## src/hdl/ast_pkg.sv

```systemverilog
// Purpose: Constants for the async serial transmitter and receiver.
// Assumes: 8-bit register port, 16 sample ticks per bit.
// Notes:   Register bit positions follow the control/status layout.
// What this block does
// - Length select picks 8 or 9 bits
// - Preamble of ones, then framed data
// - Buffer hand-off sets empty flag, interrupt
// - Enable, read status, write data buffer
// - Idle transmit line is high
// - Module disable releases both pins
// - Send-break keeps loading zero characters
// - Break ends, then at least one 1
// - All-zero frame with zero stop is break
// - Break sets error, full, break flags
// - Idle character all ones, starts transmission
// - Enable toggle queues one idle character
// - Break then idle shortens stop half bit
// - Inversion flips every transmitted level
// - Complete flag when nothing left to send
// - Full character loads buffer, sets full
// - Sixteen-times sampling, resync on edges
// - Start search is zero after three ones
// - Start verify by samples three, five, seven
// - Bits by majority of eight, nine, ten
// - Start bit late ones set noise
// - Framing error set with full flag
// - Overrun keeps old character, drops new
// - Ten or eleven ones set idle flag
package ast_pkg;
  // Register addresses
  localparam logic [7:0] ADDR_CTRL1  = 8'h13;
  localparam logic [7:0] ADDR_CTRL2  = 8'h14;
  localparam logic [7:0] ADDR_CTRL3  = 8'h15;
  localparam logic [7:0] ADDR_STAT1  = 8'h16;
  localparam logic [7:0] ADDR_STAT2  = 8'h17;
  localparam logic [7:0] ADDR_DATA   = 8'h18;
  localparam logic [7:0] ADDR_BAUD   = 8'h19;
  // Control one fields
  localparam int C1_ENABLE = 6;
  localparam int C1_INVERT = 5;
  localparam int C1_LEN9   = 4;
  // Control two fields
  localparam int C2_TEIE  = 7;
  localparam int C2_TX_COMPLETE_IRQ_ENABLE  = 6;
  localparam int C2_RFIE  = 5;
  localparam int C2_ILIE  = 4;
  localparam int C2_TXEN  = 3;
  localparam int C2_RXEN  = 2;
  localparam int C2_BREAK = 0;
  // Control three fields
  localparam int C3_RX9 = 7;
  localparam int C3_TX9 = 6;
  // Reset values
  localparam logic [7:0] RST_ZERO = 8'h00;
  localparam logic [7:0] RST_BAUD = 8'h00;
  // Bit timing in sample ticks
  localparam logic [3:0] TICK_LAST = 4'hf;
  localparam logic [3:0] TICK_HALF = 4'h7;
  localparam logic [4:0] RT_FIRST  = 5'h01;
  localparam logic [4:0] RT_3      = 5'h03;
  localparam logic [4:0] RT_5      = 5'h05;
  localparam logic [4:0] RT_7      = 5'h07;
  localparam logic [4:0] RT_8      = 5'h08;
  localparam logic [4:0] RT_9      = 5'h09;
  localparam logic [4:0] RT_10     = 5'h0a;
  localparam logic [4:0] RT_16     = 5'h10;
  // Frame lengths in bits
  localparam logic [3:0] BITS_8    = 4'ha;
  localparam logic [3:0] BITS_9    = 4'hb;
  localparam logic [3:0] BITS_ONE  = 4'h1;
  localparam logic [3:0] DATA_8    = 4'h8;
  localparam logic [3:0] DATA_9    = 4'h9;
  // Idle detection: ones ticks for 10 or 11 bits
  localparam logic [7:0] IDLE_8    = 8'ha0;
  localparam logic [7:0] IDLE_9    = 8'hb0;

  typedef enum logic [1:0] {
    AST_TK_DATA, AST_TK_BREAK, AST_TK_IDLE, AST_TK_ONE
  } ast_txkind_t;

  typedef enum logic [1:0] {
    AST_RX_HUNT, AST_RX_START, AST_RX_BITS
  } ast_rxstate_t;
endpackage : ast_pkg

```

## src/hdl/ast_serial.sv

```systemverilog
// Purpose: Full-duplex async serial transmitter and receiver.
// Assumes: One 10 MHz core clock, register port on the same clock.
// Notes:   Parity, wakeup and low power are not built; parity reads 0.
//
// Added by the designer: the address map and the address-and-strobe port.
module ast_serial #(
  parameter int DIV_W = 8
) (
  // Clock and reset
  input  wire logic       CORE_CLK_I,
  input  wire logic       RESET_N_I,
  // Register port
  input  wire logic [7:0] ADDR_I,
  input  wire logic [7:0] WR_DATA_I,
  input  wire logic       WR_STB_I,
  input  wire logic       RD_STB_I,
  output logic      [7:0] RD_DATA_O,
  // Baud clock source select
  input  wire logic       BAUD_CLOCK_SOURCE_SELECT_I,
  // Serial pins
  input  wire logic       SERIAL_IN_PIN_I,
  output logic            SERIAL_OUT_PIN_O,
  output logic            SERIAL_OUT_PIN_OE_O,
  output logic            SERIAL_IN_PIN_EN_O,
  // Interrupt requests
  output logic            TX_IRQ_O,
  output logic            RX_IRQ_O
);

  // Majority of three samples
  function automatic logic maj3(input logic [2:0] s);
    maj3 = (s[0] & s[1]) | (s[0] & s[2]) | (s[1] & s[2]);
  endfunction

  // Samples disagree
  function automatic logic mixed3(input logic [2:0] s);
    mixed3 = (s != 3'b000) && (s != 3'b111);
  endfunction

  // Register state
  logic [7:0]       ctrl1_q, ctrl2_q;
  logic             tx9_q, rx9_q;
  logic [7:0]       tx_buf_q, rx_buf_q;
  logic [DIV_W-1:0] baud_q;
  logic             tx_empty_q, rx_full_q, idle_q, ovr_q;
  logic             noise_q, frame_q, brk_q;
  logic             stat_armed_q;
  logic [7:0]       rd_data_q;

  // Decodes
  wire wr_c1   = WR_STB_I && (ADDR_I == ast_pkg::ADDR_CTRL1);
  wire wr_c2   = WR_STB_I && (ADDR_I == ast_pkg::ADDR_CTRL2);
  wire wr_c3   = WR_STB_I && (ADDR_I == ast_pkg::ADDR_CTRL3);
  wire wr_data = WR_STB_I && (ADDR_I == ast_pkg::ADDR_DATA);
  wire wr_baud = WR_STB_I && (ADDR_I == ast_pkg::ADDR_BAUD);
  wire rd_st1  = RD_STB_I && (ADDR_I == ast_pkg::ADDR_STAT1);
  wire rd_data = RD_STB_I && (ADDR_I == ast_pkg::ADDR_DATA);
  wire enable  = ctrl1_q[ast_pkg::C1_ENABLE];
  wire len9    = ctrl1_q[ast_pkg::C1_LEN9];
  wire inv     = ctrl1_q[ast_pkg::C1_INVERT];
  wire tx_en   = enable && ctrl2_q[ast_pkg::C2_TXEN];
  wire rx_en   = enable && ctrl2_q[ast_pkg::C2_RXEN];
  wire send_break     = ctrl2_q[ast_pkg::C2_BREAK];
  wire clr_tx  = wr_data && stat_armed_q;
  wire clr_rx  = rd_data && stat_armed_q;

  // source select picks core rate or half rate
  logic             pre_q;
  logic [DIV_W-1:0] div_q;
  logic             tick_q;
  wire src_en  = BAUD_CLOCK_SOURCE_SELECT_I ? pre_q : 1'b1;
  wire div_end = (div_q == baud_q);
  always_ff @(posedge CORE_CLK_I or negedge RESET_N_I) begin
    if (!RESET_N_I) begin
      pre_q  <= 1'b0;
      div_q  <= '0;
      tick_q <= 1'b0;
    end else begin
      pre_q  <= ~pre_q;
      tick_q <= src_en && div_end && enable;
      if (src_en) begin
        div_q <= div_end ? '0 : div_q + 1'b1;
      end
    end
  end

  // Receive pin synchroniser
  logic rx_s1_q, rx_s2_q;
  always_ff @(posedge CORE_CLK_I or negedge RESET_N_I) begin
    if (!RESET_N_I) begin
      rx_s1_q <= 1'b1;
      rx_s2_q <= 1'b1;
    end else begin
      rx_s1_q <= SERIAL_IN_PIN_I;
      rx_s2_q <= rx_s1_q;
    end
  end

  // Transmitter state
  ast_pkg::ast_txkind_t tx_kind_q;
  logic        tx_busy_q, idle_pend_q, brk_tail_q, te_prev_q;
  logic [10:0] tx_sh_q;
  logic [3:0]  tx_bits_q, tx_tick_q;
  logic        tx_line_q;

  wire [3:0]  frame_len = len9 ? ast_pkg::BITS_9 : ast_pkg::BITS_8;
  // stop at top, start at bottom
  // ninth bit from its own register
  wire [10:0] data_frame = {1'b1, len9 ? tx9_q : 1'b1, tx_buf_q, 1'b0};
  wire bit_end  = tick_q && (tx_tick_q == ast_pkg::TICK_LAST);
  wire last_bit = (tx_bits_q == ast_pkg::BITS_ONE);
  // break followed by idle cuts stop zero short
  wire brk_cut  = tick_q && (tx_kind_q == ast_pkg::AST_TK_BREAK) &&
                  last_bit && (tx_tick_q == ast_pkg::TICK_HALF) &&
                  !send_break && idle_pend_q && tx_empty_q;
  wire char_done = tx_busy_q && ((bit_end && last_bit) || brk_cut);
  wire pick     = tick_q && (!tx_busy_q || char_done);
  wire te_rise  = tx_en && !te_prev_q;
  // Buffer handed to shift register this cycle
  wire load_data = pick && tx_en && !send_break && !idle_pend_q &&
                   !brk_tail_q && !tx_empty_q;

  // enable rise queues one idle char
  always_ff @(posedge CORE_CLK_I or negedge RESET_N_I) begin
    if (!RESET_N_I) begin
      te_prev_q   <= 1'b0;
      idle_pend_q <= 1'b0;
    end else begin
      te_prev_q <= tx_en;
      if (te_rise) begin
        idle_pend_q <= 1'b1;
      end else if (pick && tx_en && !send_break) begin
        idle_pend_q <= 1'b0;
      end
    end
  end

  // Character sequencer; next char chosen only at boundaries
  always_ff @(posedge CORE_CLK_I or negedge RESET_N_I) begin
    if (!RESET_N_I) begin
      tx_busy_q  <= 1'b0;
      tx_kind_q  <= ast_pkg::AST_TK_IDLE;
      tx_sh_q    <= '1;
      tx_bits_q  <= '0;
      tx_tick_q  <= '0;
      brk_tail_q <= 1'b0;
    end else if (!enable) begin
      tx_busy_q  <= 1'b0;
      brk_tail_q <= 1'b0;
      tx_tick_q  <= '0;
    end else if (pick) begin
      tx_tick_q <= '0;
      tx_bits_q <= frame_len;
      tx_busy_q <= tx_en;
      if (!tx_en) begin
        // line idles once current char ends
        tx_sh_q <= '1;
      end else if (send_break) begin
        // break chars while send-break is set
        tx_kind_q  <= ast_pkg::AST_TK_BREAK;
        tx_sh_q    <= '0;
        brk_tail_q <= 1'b1;
      end else if (idle_pend_q) begin
        tx_kind_q  <= ast_pkg::AST_TK_IDLE;
        tx_sh_q    <= '1;
        brk_tail_q <= 1'b0;
      end else if (brk_tail_q) begin
        tx_kind_q  <= ast_pkg::AST_TK_ONE;
        tx_sh_q    <= '1;
        tx_bits_q  <= ast_pkg::BITS_ONE;
        brk_tail_q <= 1'b0;
      end else if (!tx_empty_q) begin
        tx_kind_q <= ast_pkg::AST_TK_DATA;
        tx_sh_q   <= data_frame;
      end else begin
        tx_busy_q <= 1'b0;
      end
    end else if (tick_q && tx_busy_q) begin
      tx_tick_q <= tx_tick_q + 1'b1;
      if (bit_end) begin
        tx_sh_q   <= {1'b1, tx_sh_q[10:1]};
        tx_bits_q <= tx_bits_q - 1'b1;
      end
    end
  end

  // idle level high when not shifting
  always_ff @(posedge CORE_CLK_I or negedge RESET_N_I) begin
    if (!RESET_N_I) begin
      tx_line_q <= 1'b1;
    end else begin
      tx_line_q <= tx_busy_q ? tx_sh_q[0] : 1'b1;
    end
  end

  wire tx_done = tx_empty_q && !tx_busy_q && !idle_pend_q &&
                 !brk_tail_q && !(tx_en && send_break);

  // Receiver state
  ast_pkg::ast_rxstate_t rx_st_q;
  logic [4:0] rt_q;
  logic [2:0] hist_q, smp_q;
  logic [3:0] rx_bitn_q;
  logic [8:0] rx_sh_q;
  logic       rx_noise_q, last_one_q, rx_prev_q;
  logic [7:0] ones_q;
  logic       idle_arm_q;

  wire [3:0] data_len = len9 ? ast_pkg::DATA_9 : ast_pkg::DATA_8;
  wire rx_bit   = rx_s2_q;
  wire start_hit = (hist_q == 3'b111) && !rx_bit;
  wire at_sample = (rt_q == ast_pkg::RT_8) || (rt_q == ast_pkg::RT_9) ||
                   (rt_q == ast_pkg::RT_10);
  wire [2:0] smp_n = {smp_q[1:0], rx_bit};
  wire bit_val  = maj3(smp_n);
  wire decide   = tick_q && (rt_q == ast_pkg::RT_10);
  wire stop_now = (rx_bitn_q == data_len);
  // zero data with zero stop is break
  wire is_break = (len9 ? (rx_sh_q == '0) : (rx_sh_q[8:1] == '0)) &&
                  !bit_val;
  wire rx_fin   = (rx_st_q == ast_pkg::AST_RX_BITS) && decide && stop_now;
  wire [7:0] rx_byte = len9 ? rx_sh_q[7:0] : rx_sh_q[8:1];
  wire       rx_top  = len9 ? rx_sh_q[8] : rx_sh_q[8];
  wire rx_store = rx_fin && !rx_full_q;
  wire rx_ovr   = rx_fin && rx_full_q;
  wire frame_err = rx_fin && !bit_val;
  wire rx_mixed  = (rx_st_q == ast_pkg::AST_RX_BITS) && decide &&
                   mixed3(smp_n);

  // Sample clock counter and receive sequencer
  always_ff @(posedge CORE_CLK_I or negedge RESET_N_I) begin
    if (!RESET_N_I) begin
      rx_st_q    <= ast_pkg::AST_RX_HUNT;
      rt_q       <= '0;
      hist_q     <= '0;
      smp_q      <= '0;
      rx_bitn_q  <= '0;
      rx_sh_q    <= '0;
      rx_noise_q <= 1'b0;
      last_one_q <= 1'b0;
      rx_prev_q  <= 1'b1;
    end else if (!rx_en) begin
      rx_st_q <= ast_pkg::AST_RX_HUNT;
      hist_q  <= '0;
    end else if (tick_q) begin
      rx_prev_q <= rx_bit;
      rt_q      <= (rt_q == ast_pkg::RT_16) ? ast_pkg::RT_FIRST
                                            : rt_q + 1'b1;
      if (at_sample || rt_q == ast_pkg::RT_3 || rt_q == ast_pkg::RT_5 ||
          rt_q == ast_pkg::RT_7) begin
        smp_q <= smp_n;
      end
      unique case (rx_st_q)
        ast_pkg::AST_RX_HUNT: begin
          hist_q <= {hist_q[1:0], rx_bit};
          if (start_hit) begin
            rx_st_q    <= ast_pkg::AST_RX_START;
            rt_q       <= ast_pkg::RT_FIRST;
            rx_noise_q <= 1'b0;
          end
        end
        ast_pkg::AST_RX_START: begin
          if (rt_q == ast_pkg::RT_7) begin
            if (bit_val) begin
              rx_st_q <= ast_pkg::AST_RX_HUNT;
              hist_q  <= '0;
            end else begin
              rx_noise_q <= mixed3(smp_n);
            end
          end
          // late start ones flag noise only
          if (at_sample && rx_bit) begin
            rx_noise_q <= 1'b1;
          end
          if (rt_q == ast_pkg::RT_16) begin
            rx_st_q    <= ast_pkg::AST_RX_BITS;
            rx_bitn_q  <= '0;
            last_one_q <= 1'b0;
          end
        end
        ast_pkg::AST_RX_BITS: begin
          // resync on edge after a one
          if (last_one_q && rx_prev_q && !rx_bit &&
              (rt_q > ast_pkg::RT_10 || rt_q < ast_pkg::RT_8)) begin
            rt_q <= ast_pkg::RT_FIRST;
          end
          if (decide) begin
            if (mixed3(smp_n)) begin
              rx_noise_q <= 1'b1;
            end
            last_one_q <= bit_val;
            if (stop_now) begin
              rx_st_q <= ast_pkg::AST_RX_HUNT;
              hist_q  <= {3{bit_val}};
            end else begin
              rx_sh_q   <= {bit_val, rx_sh_q[8:1]};
              rx_bitn_q <= rx_bitn_q + 1'b1;
            end
          end
        end
        default: begin
          rx_st_q <= ast_pkg::AST_RX_HUNT;
        end
      endcase
    end
  end

  // count line ones for 10 or 11 bit times
  wire [7:0] idle_len = len9 ? ast_pkg::IDLE_9 : ast_pkg::IDLE_8;
  wire idle_hit = tick_q && idle_arm_q && (ones_q == idle_len);
  always_ff @(posedge CORE_CLK_I or negedge RESET_N_I) begin
    if (!RESET_N_I) begin
      ones_q     <= '0;
      idle_arm_q <= 1'b0;
    end else if (tick_q) begin
      if (!rx_bit || !rx_en) begin
        ones_q     <= '0;
        idle_arm_q <= rx_en;
      end else if (ones_q != idle_len) begin
        ones_q <= ones_q + 1'b1;
      end else begin
        idle_arm_q <= 1'b0;
      end
    end
  end

  // Control registers; ninth receive bit written by hardware only
  always_ff @(posedge CORE_CLK_I or negedge RESET_N_I) begin
    if (!RESET_N_I) begin
      ctrl1_q <= ast_pkg::RST_ZERO;
      ctrl2_q <= ast_pkg::RST_ZERO;
      tx9_q   <= 1'b0;
      baud_q  <= DIV_W'(ast_pkg::RST_BAUD);
    end else begin
      if (wr_c1) ctrl1_q <= WR_DATA_I;
      if (wr_c2) ctrl2_q <= WR_DATA_I;
      if (wr_c3) tx9_q <= WR_DATA_I[ast_pkg::C3_TX9];
      if (wr_baud) baud_q <= DIV_W'(WR_DATA_I);
    end
  end

  // Data buffers; buffer contents cleared by reset, the value has no meaning
  always_ff @(posedge CORE_CLK_I or negedge RESET_N_I) begin
    if (!RESET_N_I) begin
      tx_buf_q <= '0;
      rx_buf_q <= '0;
      rx9_q    <= 1'b0;
    end else begin
      if (wr_data) tx_buf_q <= WR_DATA_I;
      // break clears buffer and ninth bit
      if (rx_store) begin
        rx_buf_q <= is_break ? 8'h00 : rx_byte;
        rx9_q    <= is_break ? 1'b0 : rx_top;
      end
    end
  end

  // Status flags; a set in the clear cycle wins
  always_ff @(posedge CORE_CLK_I or negedge RESET_N_I) begin
    if (!RESET_N_I) begin
      tx_empty_q   <= 1'b1;
      rx_full_q    <= 1'b0;
      idle_q       <= 1'b0;
      ovr_q        <= 1'b0;
      noise_q      <= 1'b0;
      frame_q      <= 1'b0;
      brk_q        <= 1'b0;
      stat_armed_q <= 1'b0;
    end else begin
      if (rd_st1) stat_armed_q <= 1'b1;
      else if (rd_data || wr_data) stat_armed_q <= 1'b0;
      if (clr_tx) tx_empty_q <= 1'b0;
      if (load_data) tx_empty_q <= 1'b1;
      if (clr_rx) begin
        rx_full_q <= 1'b0;
        idle_q    <= 1'b0;
        ovr_q     <= 1'b0;
        noise_q   <= 1'b0;
        frame_q   <= 1'b0;
        brk_q     <= 1'b0;
      end
      if (rx_store) rx_full_q <= 1'b1;
      if (frame_err) frame_q <= 1'b1;
      if (rx_fin && is_break) brk_q <= 1'b1;
      if (rx_ovr) ovr_q <= 1'b1;
      if (rx_fin && (rx_noise_q || rx_mixed)) noise_q <= 1'b1;
      if (idle_hit) idle_q <= 1'b1;
    end
  end

  // Read mux, registered for next-cycle data
  logic [7:0] rd_mux;
  always_comb begin
    unique case (ADDR_I)
      ast_pkg::ADDR_CTRL1: rd_mux = ctrl1_q;
      ast_pkg::ADDR_CTRL2: rd_mux = ctrl2_q;
      ast_pkg::ADDR_CTRL3: rd_mux = {rx9_q, tx9_q, 6'h00};
      ast_pkg::ADDR_STAT1: rd_mux = {tx_empty_q, tx_done, rx_full_q,
                                     idle_q, ovr_q, noise_q, frame_q,
                                     1'b0};
      ast_pkg::ADDR_STAT2: rd_mux = {6'h00, brk_q,
                                     rx_st_q != ast_pkg::AST_RX_HUNT};
      ast_pkg::ADDR_DATA:  rd_mux = rx_buf_q;
      ast_pkg::ADDR_BAUD:  rd_mux = 8'(baud_q);
      default:             rd_mux = 8'h00;
    endcase
  end

  always_ff @(posedge CORE_CLK_I or negedge RESET_N_I) begin
    if (!RESET_N_I) begin
      rd_data_q <= 8'h00;
    end else begin
      rd_data_q <= RD_STB_I ? rd_mux : 8'h00;
    end
  end

  // Pin and interrupt outputs, all registered
  always_ff @(posedge CORE_CLK_I or negedge RESET_N_I) begin
    if (!RESET_N_I) begin
      SERIAL_OUT_PIN_O    <= 1'b1;
      SERIAL_OUT_PIN_OE_O <= 1'b0;
      SERIAL_IN_PIN_EN_O  <= 1'b0;
      TX_IRQ_O            <= 1'b0;
      RX_IRQ_O            <= 1'b0;
    end else begin
      SERIAL_OUT_PIN_O    <= tx_line_q ^ inv;
      SERIAL_OUT_PIN_OE_O <= enable;
      SERIAL_IN_PIN_EN_O  <= enable;
      // complete flag gated by its enable
      TX_IRQ_O <= (tx_empty_q && ctrl2_q[ast_pkg::C2_TEIE]) ||
                  (tx_done && ctrl2_q[ast_pkg::C2_TX_COMPLETE_IRQ_ENABLE]);
      // idle flag gated by its enable
      RX_IRQ_O <= (rx_full_q && ctrl2_q[ast_pkg::C2_RFIE]) ||
                  (idle_q && ctrl2_q[ast_pkg::C2_ILIE]);
    end
  end

  // Read data straight from its register
  assign RD_DATA_O = rd_data_q;

endmodule : ast_serial

```

## config.mk

```make
export PLATFORM = sky130hd
export DESIGN_NAME = ast_serial
export DESIGN_NICKNAME = d
export VERILOG_FILES = /design/src/hdl/ast_pkg.sv /design/src/hdl/ast_serial.sv
export SDC_FILE = /design/constraint.sdc
export NUM_CORES = 1
export LEC_CHECK = 0
export ABC_AREA = 1
export ABC_CLOCK_PERIOD_IN_PS = 1900
export BUFFER_PORTS_ARGS = -buffer_cell sky130_fd_sc_hd__buf_2
export CAP_MARGIN = 20
export CORE_UTILIZATION = 56
export CTS_CLUSTER_DIAMETER = 30
export DETAILED_ROUTE_END_ITERATION = 16
export GPL_TIMING_DRIVEN = 0
export PLACE_DENSITY = 0.77
export SETUP_SLACK_MARGIN = 0.05
export SYNTH_ARGS = -nofsm -noshare
export SYNTH_HDL_FRONTEND = slang
export SYNTH_SLANG_ARGS = --single-unit
```

## constraint.sdc

```tcl
create_clock -name CORE_CLK_I -period 1.9 [get_ports CORE_CLK_I]
set_clock_uncertainty 0.2 [all_clocks]
set_input_delay 0.095 -clock CORE_CLK_I [delete_from_list [all_inputs] [get_ports CORE_CLK_I]]
set_output_delay 0.095 -clock CORE_CLK_I [all_outputs]
set_load 0.005 [all_outputs]
```

# == Word level (Yosys, flattened, before mapping) ==
# Cells that the tools add are included.
# W data, S select, Z words.
# totals
latch_bits,0
ramBits,0
mem_count,0
romBits,0
elab_cells,320
input_bits,22
ff_bits,137
# classes
div,0
n_shift,0
n_mux,97
n_eq_ne,48
n_addsub,6
n_lt_le_gt_ge,2
reduce_logical,114
bitwise_logic,8
n_mul,0
# ops
cell,n
$mux W11,8
$logic_and A1 B1 Y1,57
$eq A8 B5 Y1 const B,7
$pmux W8 S7,1
$mux W4,13
$mux W8,6
$mux W1,41
$reduce_bool A2 Y1,14
$mux W2,12
$ne A3 B3 Y1 const B,8
$mux W5,4
$mux W3,6
$reduce_and A6 Y1,3
$add A8 B1 Y8 const B,2
$eq A8 B8 Y1,2
$eq A5 B4 Y1 const B,3
$logic_or A1 B1 Y1,13
$logic_not A1 Y1,11
$eq A5 B3 Y1 const B,2
$ne A2 B2 Y1 const B,5
$pmux W5 S2,1
$reduce_and A5 Y1,2
$logic_not A9 Y1,1
$pmux W3 S3,1
other kinds (36),52

# == Depth between registers and ports, before layout ==
# logic_depth
ltp_word,17
depth_mapped,12
ltp_nobuf,11

# == Worst setup path before layout ==
# Ideal clock, no wire load.
# synth_path
path_kind,register -> register
start,register rt_q[0]
end,register rx_bitn_q[2]
t_arrival_ns,1.537
required_time_ns,1.581
stages_incl_launch_ff,12
slack_ns,0.045
cell_sequence,dfrtp_1 inv_1 ha_1 nand3_2 nor2_4 nand2_2 nand2_1 nand4_1 nor2_2 inv_2 nand2_1 nand2_1
# synth_between
elab_chain_len,4
word_cells_on_any_way,6
classes_between,eq/ne: 4; reduce/logical: 2
# synth_lines
element,line_no,rtl
"start, declared",ast_serial.sv:201,logic [4:0] rt_q;
"start signal, assigned",ast_serial.sv:247,rt_q <= (rt_q == ast_pkg::RT_16) ? ast_pkg::RT_FIRST
"start signal, assigned",ast_serial.sv:258,rt_q <= ast_pkg::RT_FIRST;
"start signal, assigned",ast_serial.sv:285,rt_q <= ast_pkg::RT_FIRST;
$eq A5 B4 Y1,ast_serial.sv:216,wire decide = tick_q && (rt_q == ast_pkg::RT_10);
$logic_and A1 B1 Y1,ast_serial.sv:216,
$ne A2 B2 Y1 (no line),--,
$reduce_and A6 Y1 (no line) (*),--,
"end signal, assigned",ast_serial.sv:297,rx_bitn_q <= rx_bitn_q + 1'b1;
"end, declared",ast_serial.sv:203,logic [3:0] rx_bitn_q;
# Every way passes the cells marked *; elsewhere a longest branch is shown, timed or not.
# A chain may end at the register's enable or synchronous reset.

# == Worst setup path after layout ==
# layout_path
start,register rt_q[0]
end,register rx_noise_q
# layout_between
elab_chain_len,6
word_cells_on_any_way,14
classes_between,eq/ne: 7; mux: 2; reduce/logical: 5
# layout_lines
element,line_no,rtl
$eq A5 B4 Y1,ast_serial.sv:212,wire at_sample = (rt_q == ast_pkg::RT_8) || (rt_q == ast_pkg::RT_9) ||
$logic_or A1 B1 Y1 (2 in a row),ast_serial.sv:212,
$logic_and A1 B1 Y1,ast_serial.sv:272,if (at_sample && rx_bit) begin
$ne A3 B3 Y1 (no line) / $mux W1 (equally long branches),--,
$reduce_and A8 Y1 (no line) / $pmux W1 S3 (equally long branches),--,
"end signal, assigned",ast_serial.sv:268,rx_noise_q <= mixed3(smp_n);
"end, declared",ast_serial.sv:205,"logic rx_noise_q, last_one_q, rx_prev_q;"
# Parallel ways exist; a longest one is shown, timed or not.

==> metrics.txt <==
RSZ-0062 raised after global routing yes; Tightest Hold Check Type in -> reg; syn avg cell area 7.93 sq um; Slew @ Worst Pin 433 ps; LEAKAGE 4.37 nW; Sw Ratio 25.9%; Power Total 0.00695 W; fraction of the mapped netlist area in compound gates 9.69%; register area share after synthesis 47.5%; hold path start ADDR_I[6]; Max transition margin 71.1%; Unique masters post-synth 42; cell area power density 764 mW/mm^2; main combinational cell family by area after synthesis simple AND/OR/NAND/NOR gates; Post-synth top flop dfrtp_1; most frequent cell after synthesis nand2_1; crit path DAT 2100 ps; dpl hpwl 11900 um; synth top area cells dfrtp_1 (41%), nand2_1 (15%), dfstp_2 (6.5%), o21ai_0 (5.9%), nand3_1 (5.4%); vias in the first global route 6042; clock group share of total power 45.4%; GRT Util Overall 28.4%; EDFF count, synth 0; failing checks negative setup slack; IO Port Bufs 34; average wire per standard cell 15.7 um; CTS tree built; die area 0.0134 sq mm; Clock Tree Root clkbuf_16; setup ws final -87.3 ps; Synth Net Count 952; H-Tree Level Count 4; vias 6622; area leader, netlist dfrtp_1; final hold viol count 0; CP startpoint kind flop; GR Overflow Total 0; final setup TNS -282 ps; reg-to-reg startpoint rt_q[0]; Flop pwr share 45.8%; DRT antenna net count 0; commonest cells in the netlist nand2_1 (289), dfrtp_1 (119), o21ai_0 (85); internal power 0.00515 W; drt total wl 19000 um; die span in y 116 um; Clock Path Buffers 2; adder-cell area share of the yosys netlist 2.59%; mapped cell area 0.00726 sq mm; Worst R2R End rx_noise_q; # diodes 0; CP Data Required Time 2010 ps; Crit Path Max Fanout 4; Synth Area in Simple Gates 30.6%; fmax 503 MHz; switching pwr 0.00180 W; post-synthesis mux area share 0%; VDD IR-drop max 913 uV; first-pass GRT wire length 29100 um; Comb pwr share 8.9%; GP Congestion 0.929; Critical Path Sink Type flop; largest net degree at the start of global routing 91; Ys Warns 0; layout cells sized above 1 23.8%; Synth Instances 915; Ports 35; Core Region 0.0126 sq mm; share of synthesized flip-flops with an asynchronous set or reset 100%; WHS Path Cells 7; Skew-Pair Late Insertion Delay 430 ps; CTS buffer count 17; Final Core Density 72.1%; Seq cells post-synth 137; setup violators final 13; R2R cell count 11; Max Cap Viol 0; antenna violations before repair 0; Pins Over Slew Limit 0; Detailed Route Iter0 Violations 479; share of the synthesized area in the top cell type 41.0%; Clock Sink Count 137; status finished, violations left; Hold EP baud_q[7]; fin crit share 105%; first-pass iteration count of the detailed router 7; DRC Markers 0; Starting Density 57.5%; Reg clk slew, reported paths 60 ps; crit path time final 1990 ps; Avg Vias per Cell 5.46; P&R area growth vs syn 25.3%; post-synthesis xor/xnor area fraction 2.90%; r2r setup slk -90 ps; Die X 116 um; Final nets 1065; WS Path Type reg -> reg; Place WS -252 ps; Row Count 41
## logic make-up after synthesis
group	Yosys count
AOI/OAI and AO/OA	123
DFF	137
buffers and inverters	114
xor gates and xnor gates	24
adders and majority gates	15
and+or+nand+nor	502
## layer usage
layer | routed length (um) | GRT usage, % | up-vias
met2 | 9270 | 44.5 | 260
met5 | 0 | 0 | -
met4 | 600 | 11.4 | 0
met3 | 1130 | 6.07 | 60
met1 | 8010 | 38.7 | 3116
li1 | - | - | 3186
## registers in the layout, summed over array words and instances, names as in the netlist, 5 cells and up
signal and count:
rx_buf_q 8, div_q 8, ones_q 8, tx_sh_q 11
ctrl1_q 8, RD_DATA_O 8, tx_buf_q 8, rt_q 5
ctrl2_q 8, rx_sh_q 9, baud_q 8
## metrics by stage
step                      instance area, sq um  std cells  hold WS, ps
after detailed placement                  7690       1122         -134
after global routing                      9090       1213         46.8
after global placement                    7660       1121         2.63
final                                     9090       1213         5.64
after CTS                                 8590       1183        0.696
after floorplan                           7270        915         -401
## placed cells by master, fill, tap and decap left out, drive strengths merged, types with 2 or more instances in the layout
master / netlist / routed
nand2: 301 / 302
dfrtp: 119 / 119
o21ai: 97 / 97
inv: 87 / 90
buf: 20 / 89
nand3: 81 / 81
nor2: 70 / 70
clkbuf: 6 / 28
nor3: 24 / 24
dlygate4sd3: 0 / 21
xor2: 19 / 19
dfstp: 18 / 18
ha: 15 / 15
nand4: 13 / 13
o21a: 10 / 10
a21oi: 8 / 8
clkinvlp: 0 / 6
xnor2: 5 / 5
or2: 4 / 4
nor4: 4 / 4
clkinv: 1 / 4
nand3b: 3 / 3
o31ai: 2 / 2
o211ai: 2 / 2
o21bai: 2 / 2
## power groups by stage
stage / Combinational, W / Sequential (W) / Clock (W)
final: 0.000617 / 0.00318 / 0.00315
after floorplan: 0.000360 / 0.00319 / 0
after global placement: 0.000513 / 0.00321 / 0
after global routing: 0.000697 / 0.00319 / 0.00331
after CTS: 0.000586 / 0.00318 / 0.00319
after detailed placement: 0.000541 / 0.00322 / 0
## worst max-delay path by stage
stage	startpoint	to	slack [ps]	cells past startpoint
3_5_place_dp	rx_st_q[0]	rx_sh_q[0]	-250	6
5_1_grt	rt_q[1]	rx_bitn_q[1]	-170	9
4_1_cts	rt_q[0]	rx_bitn_q[1]	10	11
2_1_floorplan	rt_q[0]	rx_bitn_q[2]	50	11
3_3_place_gp	RESET_N_I	div_q[2]	-1370	1
6_report	rt_q[0]	rx_noise_q	-90	11
## critical path, cell delays in order (launching register included)
cell      delay [ps]
dfrtp_2          420
buf_4            140
buf_4            140
ha_1             200
nor2_1            80
o21ai_0          130
nand3_1          180
o211ai_1         130
inv_1             90
nor2_1            40
nand3_1           60
nand2_1           60
## repair_timing
item | CTS | global route
cloned | 0 | 6
hold endpoints to repair | 168 | 0
gates resized for setup | 16 | 79
setup buffers | 10 | 24
hold buffers | 21 | 0
setup endpoints to repair | 44 | 158
pin swaps | 13 | 32
## cell type report
cell class,count,area (sq um)
Fill cell,967,3530
Clock buffer,19,443
Tap cell,172,215
Clock inverter,13,120
Sequential cell,137,3460
Timing Repair Buffer,95,762
Buffer,24,184
Multi-Input combinational cell,665,3570
Inverter,88,338
Power figures use the tool's default switching activity.
